### src/rtl/pba_pkg.sv
// What this block does
// - five requesters: four external masters and the internal core
// - with strap active, device drives external grants and internal grant
// - internal core grant is internal arbiter grant or grant pin, by strap
// - request 0 pin driven only when disabled; grant 0 pin is then input
// - request pins 3..1 output enables tied to zero
// - each requester can be enabled and placed high or low by configuration
// - after reset every requester sits in the high group
// - two priority levels, round-robin inside each level
// - low group is one slot in the high rotation
// - snapshot per level, served until empty, then retaken
// - after a low grant, resample so pending high masters go first
// - out of reset with no requests, park on the internal requester
// - when idle, keep the grant parked on the last served requester
package pba_pkg;
  localparam int unsigned NUM_REQ = 5;
  localparam int unsigned INT_IDX = 0;
  localparam logic [4:0] RST_ENABLE = 5'h1F;
  localparam logic [4:0] RST_HIGH = 5'h1F;
  localparam logic [4:0] RST_GRANT = 5'h01;
  localparam logic [2:0] SYNC_STAGES = 3'h3;
  typedef enum logic [2:0] {
    PBA_ST_IDLE = 3'b001,
    PBA_ST_HIGH = 3'b010,
    PBA_ST_LOW = 3'b100
  } pba_state_type;
endpackage

### src/rtl/pba_arbiter.sv
`timescale 1ns/1ns
// secondary bus arbiter; index 0 is the internal core, 1..4 external
module pba_arbiter (
  input wire logic clk_sys,
  input wire logic sys_rst,
  input wire logic arbiter_enable_strap,
  input wire logic [4:0] cfg_req_enable,
  input wire logic [4:0] cfg_req_high,
  input wire logic core_req,
  input wire logic bus_idle,
  input wire logic [3:0] ext_req_n_in,
  output logic [3:0] ext_req_n_out,
  output logic [3:0] ext_req_n_oe,
  input wire logic [3:0] ext_gnt_n_in,
  output logic [3:0] ext_gnt_n_out,
  output logic [3:0] ext_gnt_n_oe,
  output logic core_gnt,
  output logic [4:0] grant_vec
);
  logic [3:0] req_n_s;
  logic gnt0_n_s;
  logic strap_q;
  logic strap_cap_q;
  logic [4:0] enable_q;
  logic [4:0] high_q;
  pba_pkg::pba_state_type state_q;
  pba_pkg::pba_state_type state_d;
  logic [4:0] hsnap_q;
  logic [4:0] hsnap_d;
  logic [4:0] lsnap_q;
  logic [4:0] lsnap_d;
  logic [4:0] hlast_q;
  logic [4:0] hlast_d;
  logic [4:0] llast_q;
  logic [4:0] llast_d;
  logic low_slot_q;
  logic low_slot_d;
  logic [4:0] gnt_q;
  logic [4:0] gnt_d;
  logic [4:0] hpick;
  logic [4:0] lpick;

  // pins from the bus pass the three-stage filter
  pba_sync #(.W(4)) u_req_sync (
    .clk_sys(clk_sys),
    .sys_rst(sys_rst),
    .d_in(ext_req_n_in),
    .rst_val(4'hF),
    .q_out(req_n_s)
  );
  pba_sync #(.W(1)) u_gnt_sync (
    .clk_sys(clk_sys),
    .sys_rst(sys_rst),
    .d_in(ext_gnt_n_in[0]),
    .rst_val(1'h1),
    .q_out(gnt0_n_s)
  );

  // strap caught on the first clock after reset release
  always_ff @(posedge clk_sys) begin
    if (sys_rst) begin
      strap_cap_q <= 1'b0;
      strap_q <= 1'b0;
    end else if (!strap_cap_q) begin
      strap_cap_q <= 1'b1;
      strap_q <= arbiter_enable_strap;
    end
  end

  // configuration registered; resets to all enabled, all high
  always_ff @(posedge clk_sys) begin
    if (sys_rst) begin
      enable_q <= pba_pkg::RST_ENABLE;
      high_q <= pba_pkg::RST_HIGH;
    end else begin
      enable_q <= cfg_req_enable;
      high_q <= cfg_req_high;
    end
  end

  // raw requests; bit 0 internal, 1..4 from pins 0..3 when arbiter on
  wire logic [4:0] raw_req = {~req_n_s, core_req};
  wire logic [4:0] live_req = raw_req & enable_q;
  wire logic [4:0] live_high = live_req & high_q;
  wire logic [4:0] live_low = live_req & ~high_q;
  wire logic gnt_busy = |(gnt_q & raw_req) && !bus_idle;

  pba_rr #(.N(5)) u_hrr (
    .req(hsnap_q),
    .last(hlast_q),
    .pick(hpick)
  );
  pba_rr #(.N(5)) u_lrr (
    .req(lsnap_q),
    .last(llast_q),
    .pick(lpick)
  );

  // snapshot arbitration with low group as one high slot
  always_comb begin
    state_d = state_q;
    hsnap_d = hsnap_q & live_high;
    lsnap_d = lsnap_q & live_low;
    hlast_d = hlast_q;
    llast_d = llast_q;
    low_slot_d = low_slot_q;
    gnt_d = gnt_q;
    if (hsnap_d == 5'h00) begin
      hsnap_d = live_high;
    end
    if (lsnap_d == 5'h00) begin
      lsnap_d = live_low;
    end
    if (!gnt_busy && (live_req != 5'h00)) begin
      if ((hpick & hsnap_d) != 5'h00 && !(low_slot_q && lpick != 5'h00)) begin
        gnt_d = hpick;
        hsnap_d = hsnap_d & ~hpick;
        hlast_d = hpick;
        state_d = pba_pkg::PBA_ST_HIGH;
        // high pass ended: give the low group its slot
        low_slot_d = (hsnap_d == 5'h00) || (hsnap_q == 5'h00);
      end else if ((lpick & lsnap_d) != 5'h00) begin
        gnt_d = lpick;
        lsnap_d = lsnap_d & ~lpick;
        llast_d = lpick;
        low_slot_d = 1'b0;
        hsnap_d = live_high;
        state_d = pba_pkg::PBA_ST_LOW;
      end else if (hsnap_d != 5'h00) begin
        low_slot_d = 1'b0;
        state_d = pba_pkg::PBA_ST_IDLE;
      end
    end else if (live_req == 5'h00) begin
      state_d = pba_pkg::PBA_ST_IDLE;
    end
  end

  // state registers; park on internal requester at reset
  always_ff @(posedge clk_sys) begin
    if (sys_rst) begin
      state_q <= pba_pkg::PBA_ST_IDLE;
      hsnap_q <= 5'h00;
      lsnap_q <= 5'h00;
      hlast_q <= 5'h00;
      llast_q <= 5'h00;
      low_slot_q <= 1'b0;
      gnt_q <= pba_pkg::RST_GRANT;
    end else begin
      state_q <= state_d;
      hsnap_q <= hsnap_d;
      lsnap_q <= lsnap_d;
      hlast_q <= hlast_d;
      llast_q <= llast_d;
      low_slot_q <= low_slot_d;
      gnt_q <= gnt_d;
    end
  end

  // pin drive depends on strap
  assign ext_gnt_n_out = strap_q ? ~gnt_q[4:1] : 4'hF;
  assign ext_gnt_n_oe = strap_q ? 4'hF : 4'h0;
  assign ext_req_n_out = {3'h7, ~core_req};
  assign ext_req_n_oe = {3'h0, ~strap_q};
  assign core_gnt = strap_q ? gnt_q[0] : ~gnt0_n_s;
  assign grant_vec = strap_q ? gnt_q : 5'h00;
endmodule

### src/rtl/pba_rr.sv
`timescale 1ns/1ns
// round-robin pick: first set bit after the last pointer
module pba_rr #(
  parameter int N = 5
) (
  input wire logic [N-1:0] req,
  input wire logic [N-1:0] last,
  output logic [N-1:0] pick
);
  logic [2*N-1:0] dbl;
  logic [2*N-1:0] mask;
  logic [N-1:0] res;
  // search from just above the last one-hot position, wrapping
  always_comb begin
    dbl = {req, req};
    mask = '0;
    res = '0;
    for (int i = 0; i < N; i++) begin
      if (last[i]) begin
        for (int j = 1; j <= N; j++) begin
          mask[i+j] = 1'b1;
        end
      end
    end
    if (last == '0) begin
      for (int j = 0; j < N; j++) begin
        mask[j] = 1'b1;
      end
    end
    for (int k = 2*N-1; k >= 0; k--) begin
      if (dbl[k] && mask[k]) begin
        res = '0;
        res[k % N] = 1'b1;
      end
    end
    pick = res;
  end
endmodule

### src/rtl/pba_sync.sv
`timescale 1ns/1ns
// three-stage synchroniser; a change counts once stages two and three agree
module pba_sync #(
  parameter int W = 1
) (
  input wire logic clk_sys,
  input wire logic sys_rst,
  input wire logic [W-1:0] d_in,
  input wire logic [W-1:0] rst_val,
  output logic [W-1:0] q_out
);
  logic [W-1:0] s1_q;
  logic [W-1:0] s2_q;
  logic [W-1:0] s3_q;
  logic [W-1:0] q_q;
  wire logic [W-1:0] agree = ~(s2_q ^ s3_q);
  // shift chain and agreement filter; stages rest at the idle level
  // so no false edge follows reset
  always_ff @(posedge clk_sys) begin
    if (sys_rst) begin
      s1_q <= rst_val;
      s2_q <= rst_val;
      s3_q <= rst_val;
      q_q <= rst_val;
    end else begin
      s1_q <= d_in;
      s2_q <= s1_q;
      s3_q <= s2_q;
      q_q <= (agree & s3_q) | (~agree & q_q);
    end
  end
  assign q_out = q_q;
endmodule
### config.mk
export PLATFORM = sky130hd
export DESIGN_NAME = pba_arbiter
export DESIGN_NICKNAME = d
export VERILOG_FILES = /design/src/rtl/pba_pkg.sv /design/src/rtl/pba_arbiter.sv /design/src/rtl/pba_rr.sv /design/src/rtl/pba_sync.sv
export SDC_FILE = /design/constraint.sdc
export NUM_CORES = 1
export LEC_CHECK = 0
export ABC_AREA = 1
export CAP_MARGIN = 20
export CORE_ASPECT_RATIO = 0.9
export CORE_MARGIN = 10
export CORE_UTILIZATION = 56
export CTS_CLUSTER_SIZE = 12
export DETAILED_ROUTE_END_ITERATION = 10
export DONT_BUFFER_PORTS = 1
export GPL_ROUTABILITY_DRIVEN = 0
export PLACE_DENSITY = 0.71
export SLEW_MARGIN = 40
export SYNTH_ARGS = -nofsm -noshare
export SYNTH_HDL_FRONTEND = slang
export SYNTH_SLANG_ARGS = --single-unit
### constraint.sdc
create_clock -name clk_sys -period 2.9 [get_ports clk_sys]
set_input_delay 0.29 -clock clk_sys [delete_from_list [all_inputs] [get_ports clk_sys]]
set_output_delay 0.29 -clock clk_sys [all_outputs]
set_load 0.01 [all_outputs]
* Word-level counts from Yosys, hierarchy flattened
Cells that the tools add are included.
Operators by class: muxes and demuxes 50, bitwise operators 30, reductions and logical operators 46
Operators by type and width (number):
- $mux W5 | 43
- $and A5 B5 Y5 | 10
- $logic_not A5 Y1 | 6
- $reduce_bool A5 Y1 | 5
- $logic_and A1 B1 Y1 | 24
- $not A4 Y4 | 4
- $not A5 Y5 | 3
- $and A4 B4 Y4 | 2
- $mux W4 | 2
- $reduce_and A2 Y1 | 3
- $mux W1 | 5
- $not A1 Y1 | 5
- $reduce_or A5 Y1 | 1
- $or A4 B4 Y4 | 1
- $xor A4 B4 Y4 | 1
- $logic_not A1 Y1 | 3
- $reduce_and A3 Y1 | 1
- $reduce_bool A3 Y1 | 1
- $and A1 B1 Y1 | 2
- $reduce_bool A2 Y1 | 1
- $logic_or A1 B1 Y1 | 1
- $or A1 B1 Y1 | 1
- $xor A1 B1 Y1 | 1
Storage, ports and cells: register bits 58, input bits 23, output and inout port bits 22, logic and storage cells 144

* Logic depth before layout (Yosys ltp)
Gate-level depths: netlist of the first run.
word-level depth 22, depth in mapped cells 17

* Cells and area by module
A second synthesis of the first run with hierarchy kept.
Unflattened totals: cell total of the unflattened synthesis 502, area total of the unflattened synthesis 3430.8 um^2
By module, submodules not included:
- pba_arbiter | instances 1, cells an instance 313, area each 2100.8 um^2
- pba_sync at u_req_sync | instances 1, cells an instance 71, area each 628.1 um^2
- pba_rr | instances 2, cells an instance 50, area each 277.8 um^2
- pba_sync at u_gnt_sync | instances 1, cells an instance 18, area each 146.4 um^2

* Worst setup path after synthesis of the first run
OpenSTA, ideal clock, no wires.
kind reg-to-reg, start register (tool-made name), end register gnt_q[0], setup time 123 ps, arrival time 1643 ps, required time 2777 ps, setup slack 1134 ps, stages on the path, launching flop included 11, buffers on the path 1, clock period less this slack 1766 ps, path through dfxtp_1 nor2_1 inv_1 nand2_1 o32ai_2 inv_2 nand3_4 buf_6 nand2_1 nand2_1 nand3_1
RTL lines:
- end signal, assigned | line pba_arbiter.sv:147 | gnt_q <= pba_pkg::RST_GRANT;
- end signal, assigned | line pba_arbiter.sv:155 | gnt_q <= gnt_d;
- end, declared | line pba_arbiter.sv:38 | logic [4:0] gnt_q;

==> results of run 1 <==
[area by class of cell]
cell class	count	area (um^2)
Timing Repair Buffer	1	7.51
Tap cell	70	87.6
Clock buffer	10	138
Multi-Input combinational cell	347	1760
Clock inverter	5	103
Sequential cell	58	1160
Fill cell	521	2160
Inverter	65	244
[routing by layer]
layer  global-route usage, %  vias up  wire [um]  part of all wire [%]
met5                       0        -          0                     0
met2                    25.5       93       3200                    44
li1                        -     1508          -                     -
met3                    5.72        7        692                   9.5
met1                    21.4     1269       3300                    45
met4                    6.00        0         78                   1.1
[worst max-delay path, delay by kind of cell, from the launching register on]
kind	cells	cell delay [ps]
buffers and inverters	3	300
DFF	1	420
and+or+nand+nor	12	1320
[flip-flops by register name, summed over array words and instances, names as in the netlist, 4 cells and up, named ones only]
signal / count
u_req_sync.s2_q: 4
enable_q: 5
hlast_q: 5
lsnap_q: 5
gnt_q: 5
hsnap_q: 5
llast_q: 5
high_q: 5
u_req_sync.s3_q: 4
u_req_sync.s1_q: 4
[cell families (layout without fill, tap and decap cells)]
group / Yosys count / after routing / share of synthesized area (%)
AND/OR/NAND/NOR: 300 / 300 / 45.3
buffers and inverters: 83 / 81 / 11.2
flip-flops: 58 / 58 / 35.5
AO/OA/AOI/OAI: 41 / 41 / 7.70
other: 2 / 6 / 0.230
[per-stage QoR]
step,area [um^2],util [%],power (uW)
4_1_cts,3500,61.8,1840
3_3_place_gp,3260,57.5,941
6_report,3500,61.8,1820
3_5_place_dp,3260,57.5,943
5_1_grt,3500,61.8,1900
2_1_floorplan,3280,-,941
[power breakdown]
part / total [uW] / leakage (uW) / switching [uW] / internal [uW]
Combinational: 91.3 / 0.00123 / 58.1 / 33.2
Sequential: 834 / 0.000475 / 16.2 / 818
Clock: 898 / 0.000118 / 311 / 587
[worst max-delay path by stage]
stage,end,from,cells past startpoint
2_1_floorplan,gnt_q[0]$_SDFFE_PP1P_,register,10
6_report,hsnap_q[2]$_SDFF_PP0_,register,15
3_5_place_dp,llast_q[0]$_SDFFE_PP0P_,hsnap_q[2]$_SDFF_PP0_,13
5_1_grt,llast_q[4]$_SDFFE_PP0P_,hsnap_q[2]$_SDFF_PP0_,13
3_3_place_gp,llast_q[0]$_SDFFE_PP0P_,hsnap_q[2]$_SDFF_PP0_,13
4_1_cts,llast_q[0]$_SDFFE_PP0P_,hsnap_q[2]$_SDFF_PP0_,13
[layout by cell type (no fill, tap or decap)]
master / synthesis / final
nand3b_1: 5 / 5
inv_2: 12 / 12
nor2_4: 5 / 5
a21oi_1: 13 / 13
o21ai_1: 7 / 7
o22ai_1: 2 / 2
o21ai_2: 4 / 4
conb_1: 2 / 6
o21bai_1: 1 / 1
nor2_1: 47 / 47
buf_4: 10 / 1
clkbuf_8: 0 / 10
nand2_4: 2 / 2
o21ai_0: 11 / 11
bufinv_16: 0 / 3
dfxtp_1: 58 / 58
nand2_2: 6 / 6
nand3_1: 52 / 52
nand4_1: 7 / 7
nand2_8: 1 / 1
a21oi_2: 1 / 1
clkinv_1: 1 / 1
clkinvlp_4: 0 / 1
nor2_8: 1 / 1
or2_2: 25 / 25
o32ai_2: 1 / 1
inv_1: 52 / 52
nand3_4: 2 / 2
o21ai_4: 1 / 1
nor3_1: 4 / 4
nand3_2: 7 / 7
or2_1: 1 / 1
clkinv_2: 0 / 1
nand2_1: 130 / 130
nor2_2: 5 / 5
==> impl_metrics.toml, run 1 <==
[worst_setup_path]
required_ps = 3130
cp-end-kind = "register"
path_class = "register to register"
rr_worst_depth = 15
cp-start-kind = "register"
worstPathCellList = "inv_1 -> nand4_1 -> nand3_1 -> nor2_4 -> nand2_1 -> nand2_1 -> nand3_1 -> nand2_1 -> inv_2 -> nand2_8 -> nand3_4 -> inv_2 -> nand2_1 -> nand2_1 -> nor2_1"
cp_common_cell = "nand2_1"
slowest_stage = "dfxtp_1"
cpPeakStageDelay_ps = 420
crit_fanout = 17
r2r_slack_ps = 750
rr_endpoint = "hsnap_q[2]$_SDFF_PP0_"
cp.arrival_ps = 2390

[global_routing]
antenna_found_initial = 0
grt_pass1_vias = 2754
grt_use_total_pct = 16.7
overflow = 0
grt_pass1_wl_mm = 12.6
grt_max_degree = 40

[route]
drtIter0Drc = 185
via_per_inst = 5.17
drt_first_pass_iters = 4
routed_wl_mm = 7.27
wire_per_inst_um = 13.1
ant_nets = 0
drc = 0
vias = 2877

[sta]
hold_slack_ps = 17.1
hold_viol = 0
setup_ws_ps = 745
fin_crit_ps = 2150
slew_headroom_pct = 57.0
fmax_ghz = 0.464
rsz0062_at_grt = "false"
fin_skew_ps = 2.74
fin_crit_sh_pct = 74.3
maxSlewViolCount = 0
worst_pin_slew_ps = 644
setup_violations = 0
finalSetupTns_ps = 0

[clock_network]
hold_buffers = 0
cts_made_buffers = 9
cts_tree = "done"
cts-root-buf = "clkbuf_8"
clkTransAtPathRegs_ps = 60
cts.sinks = 58
insertion_delay_ps = 340
cts_resized = 0
post_cts_buffers = 0
clockBufferDepth = 2
htreeDepth = 3

[hold_path]
hold_class = "input port to register"
min_to = "hlast_q[1]$_SDFFE_PP0P_"
holdPathStages = 1
hp-start = "sys_rst"

[placement]
dp_hpwl_mm = 5.59
placed_cells = 541
portBuffers = 0
pre_cts_ws_ps = 791

[cells_and_area]
area_growth_pct = 7.01
drive_gt1_share_pct = 18.3
nNetsFinal = 505
antennaDiodeCount = 0
instances_no_fill = 556

[yosys]
async_flop_share_pct = 0
synth-edff-count = 0
synthTopCellsByArea = "dfxtp_1 36%, nand2_1 15%, nand3_1 8.0%"
syn-cell-area_um2 = 3270
synth_area_per_cell_um2 = 6.75
synthTopCellsByCount = "130 x nand2_1, 58 x dfxtp_1, 52 x inv_1, 52 x nand3_1, 47 x nor2_1"
yosysWarnings = 0
yosysUniqueCellTypes = 34
synth.most_common_cell = "nand2_1"
yosysSeqAreaShare_pct = 35.5
synth_largest_area_cell = "dfxtp_1"
yosys.area.top_type_share_pct = 35.5
ys.flop_type = "dfxtp_1"
synthCells = 484
ys_ff_latch = 58

[status]
outcome = "completed"

[die]
die_h_um = 92.5
io_pins = 45
rows = 26
initial_utilization_pct = 57.7
dieArea_um2 = 9290
core_um2 = 5660
die_x_um = 101

[run]
cap_viol_max_count = 0

[power]
ir_worst_vdd_uv = 369
power_per_cell_area_nw_per_um2 = 522
leakage_uw = 0.00183
Note: power is estimated with default switching activity, not from simulation.
==> run 2, diff against run 1 <==
--- a/config.mk
+++ b/config.mk
@@ -14,7 +14,7 @@
 export DETAILED_ROUTE_END_ITERATION = 10
 export DONT_BUFFER_PORTS = 1
 export GPL_ROUTABILITY_DRIVEN = 0
-export PLACE_DENSITY = 0.71
+export PLACE_DENSITY = 0.74
 export SLEW_MARGIN = 40
 export SYNTH_ARGS = -nofsm -noshare
 export SYNTH_HDL_FRONTEND = slang
==> constraint.sdc (replaced) <==
create_clock -name clk_sys -period 1.9 [get_ports clk_sys]
set_input_delay 0.19 -clock clk_sys [delete_from_list [all_inputs] [get_ports clk_sys]]
set_output_delay 0.19 -clock clk_sys [all_outputs]
set_load 0.01 [all_outputs]
==> run 2 against run 1 <==
Net effect: the run now ends with negative setup slack left; clock skew rose by 8.4 ps; combinational power rose to 3.0 times the previous value; hold slack improved by 19 ps; sequential share of layout area fell by 7.4 points; via count rose by 34%; clock-buffer cell count did not move; non-clock buffer count rose by 97; utilization rose by 19 points; register-to-register slack got worse by 1000 ps; design area rose by 31%; fmax fell by 2.1%; critical path type unchanged; largest cell class unchanged; largest power group unchanged.
==> impl_metrics.toml, run 2 (synthesized netlist as in run 1, its figures left out) <==
[status]
outcome = "complete, but fails checks"
violations = "negative setup slack"

[global_routing]
antenna_found_initial = 0
grt_use_total_pct = 22.6
grt_max_degree = 33
grt_pass1_wl_mm = 16.8
grt_pass1_vias = 3499
overflow = 0

[worst_setup_path]
cp-start-kind = "register"
worstPathCellList = "nor2_4 -> nand3_2 -> nand2_2 -> nand3_1 -> o21ai_2 -> nand3_2 -> nand2_2 -> inv_2 -> nand2_8 -> nand3_4 -> buf_4 -> nand3_1 -> nand2_1 -> nor2_1"
path_class = "register to register"
crit_fanout = 5
rr_startpoint = "hlast_q[3]$_SDFFE_PP0P_"
cpPeakStageDelay_ps = 340
cp-end-kind = "register"
path_delay_family = "simple AND/OR/NAND/NOR gates"
cp.arrival_ps = 2490
required_ps = 2190
critical_path.startpoint = "hlast_q[3]$_SDFFE_PP0P_"
slowest_stage = "dfxtp_2"
worst-path-buf-inv = 2

[run]
cap_viol_max_count = 0

[route]
routed-wl-met2_mm = 5.50
drtIter0Drc = 531
drc = 0
topRoutingLayerUsed = "met4"
vias = 3860
routed_wl_mm = 12.2
ant_nets = 0
drt_first_pass_iters = 7
met3_length_mm = 1.52
via_per_inst = 5.90
wire_per_inst_um = 18.7
wl_met1_mm = 4.25

[clock_network]
cts_made_buffers = 9
htreeDepth = 3
cts.sinks = 58
clockBufferDepth = 2
cts_tree = "done"
insertion_delay_ps = 360
cts-root-buf = "clkbuf_8"
clkTransAtPathRegs_ps = 70

[power]
switching_share_pct = 25.7
power.internal_uw = 2150
leakage_uw = 0.00228
p_comb_share_pct = 9.3
total_power_uw = 2890
ir_worst_vdd_uv = 695
seq_power_share_pct = 44.0
switchingPower_uw = 744
clkPwrFrac_pct = 46.6
power_per_cell_area_nw_per_um2 = 630

[hold_path]
hold_class = "input port to register"
hp-start = "arbiter_enable_strap"

[sta]
fin_crit_ps = 2200
worst_pin_slew_ps = 659
slew_headroom_pct = 56.0
fin_crit_sh_pct = 116
maxSlewViolCount = 0
fmax_ghz = 0.454
fin_skew_ps = 11.1
finalSetupTns_ps = -5840
hold_viol = 0
setup_violations = 26
setup_ws_ps = -301
rsz0062_at_grt = "true"

[cells_and_area]
layout_commonest_cell = "nand2_1"
drive_gt1_share_pct = 35.4
layout_common_cells = "105 x nand2_1, 49 x inv_1, 48 x buf_4"
final_core_utilization_pct = 81.1
instances_no_fill = 654
area_growth_pct = 40.6
antennaDiodeCount = 0
nNetsFinal = 602

[die]
initial_utilization_pct = 57.7
dieArea_um2 = 9290
io_pins = 45
die_h_um = 92.5
rows = 26
die_x_um = 101
core_um2 = 5660

[placement]
portBuffers = 0
placed_cells = 578
pre_cts_ws_ps = -57.1
dp_hpwl_mm = 6.09
[run 2: final timing paths]
path | end | slack [ps] | depth (start not counted)
hold reg to reg | strap_q$_SDFFE_PP0N_ | 430 | 1
hold / removal | strap_q$_SDFFE_PP0N_ | 40 | 2
setup reg to reg | gnt_q[1]$_SDFFE_PP0P_ | -300 | 14
setup / recovery | gnt_q[1]$_SDFFE_PP0P_ | -300 | 14
[run 2: cell type report]
type,instances,area (um^2)
Tap cell,70,87.6
Inverter,65,244
Sequential cell,58,1190
Timing Repair Buffer,98,888
Multi-Input combinational cell,347,1960
Clock inverter,6,90.1
Clock buffer,10,138
Fill cell,339,1070
[run 2: per-layer routing]
metal	GRT usage [%]	vias up
met5	0	-
met1	24.7	1738
met4	14.9	0
met3	7.28	123
li1	-	1694
met2	36.8	305
[run 2: through the flow]
stage | hold WS [ps] | area [um^2]
after global placement | 266 | 3550
final | 35.7 | 4590
after floorplan | 294 | 3280
after CTS | 40.6 | 4330
after global routing | 68.6 | 4590
after detailed placement | 268 | 3550
[run 2: power by group through the flow]
stage	Sequential [uW]	Combinational, uW	Clock, uW
2_1_floorplan	1290	145	0
3_3_place_gp	1290	155	0
3_5_place_dp	1300	158	0
4_1_cts	1270	229	1320
5_1_grt	1280	287	1400
6_report	1270	270	1350
[run 2: repair_timing]
item / CTS / global route
pin swaps: 11 / 26
resized for setup: 25 / 56
setup buffers: 2 / 11
hold buffers: 46 / 0
gates cloned: 0 / 1
endpoints found under the setup margin: 18 / 26
hold endpoints to repair: 38 / 0
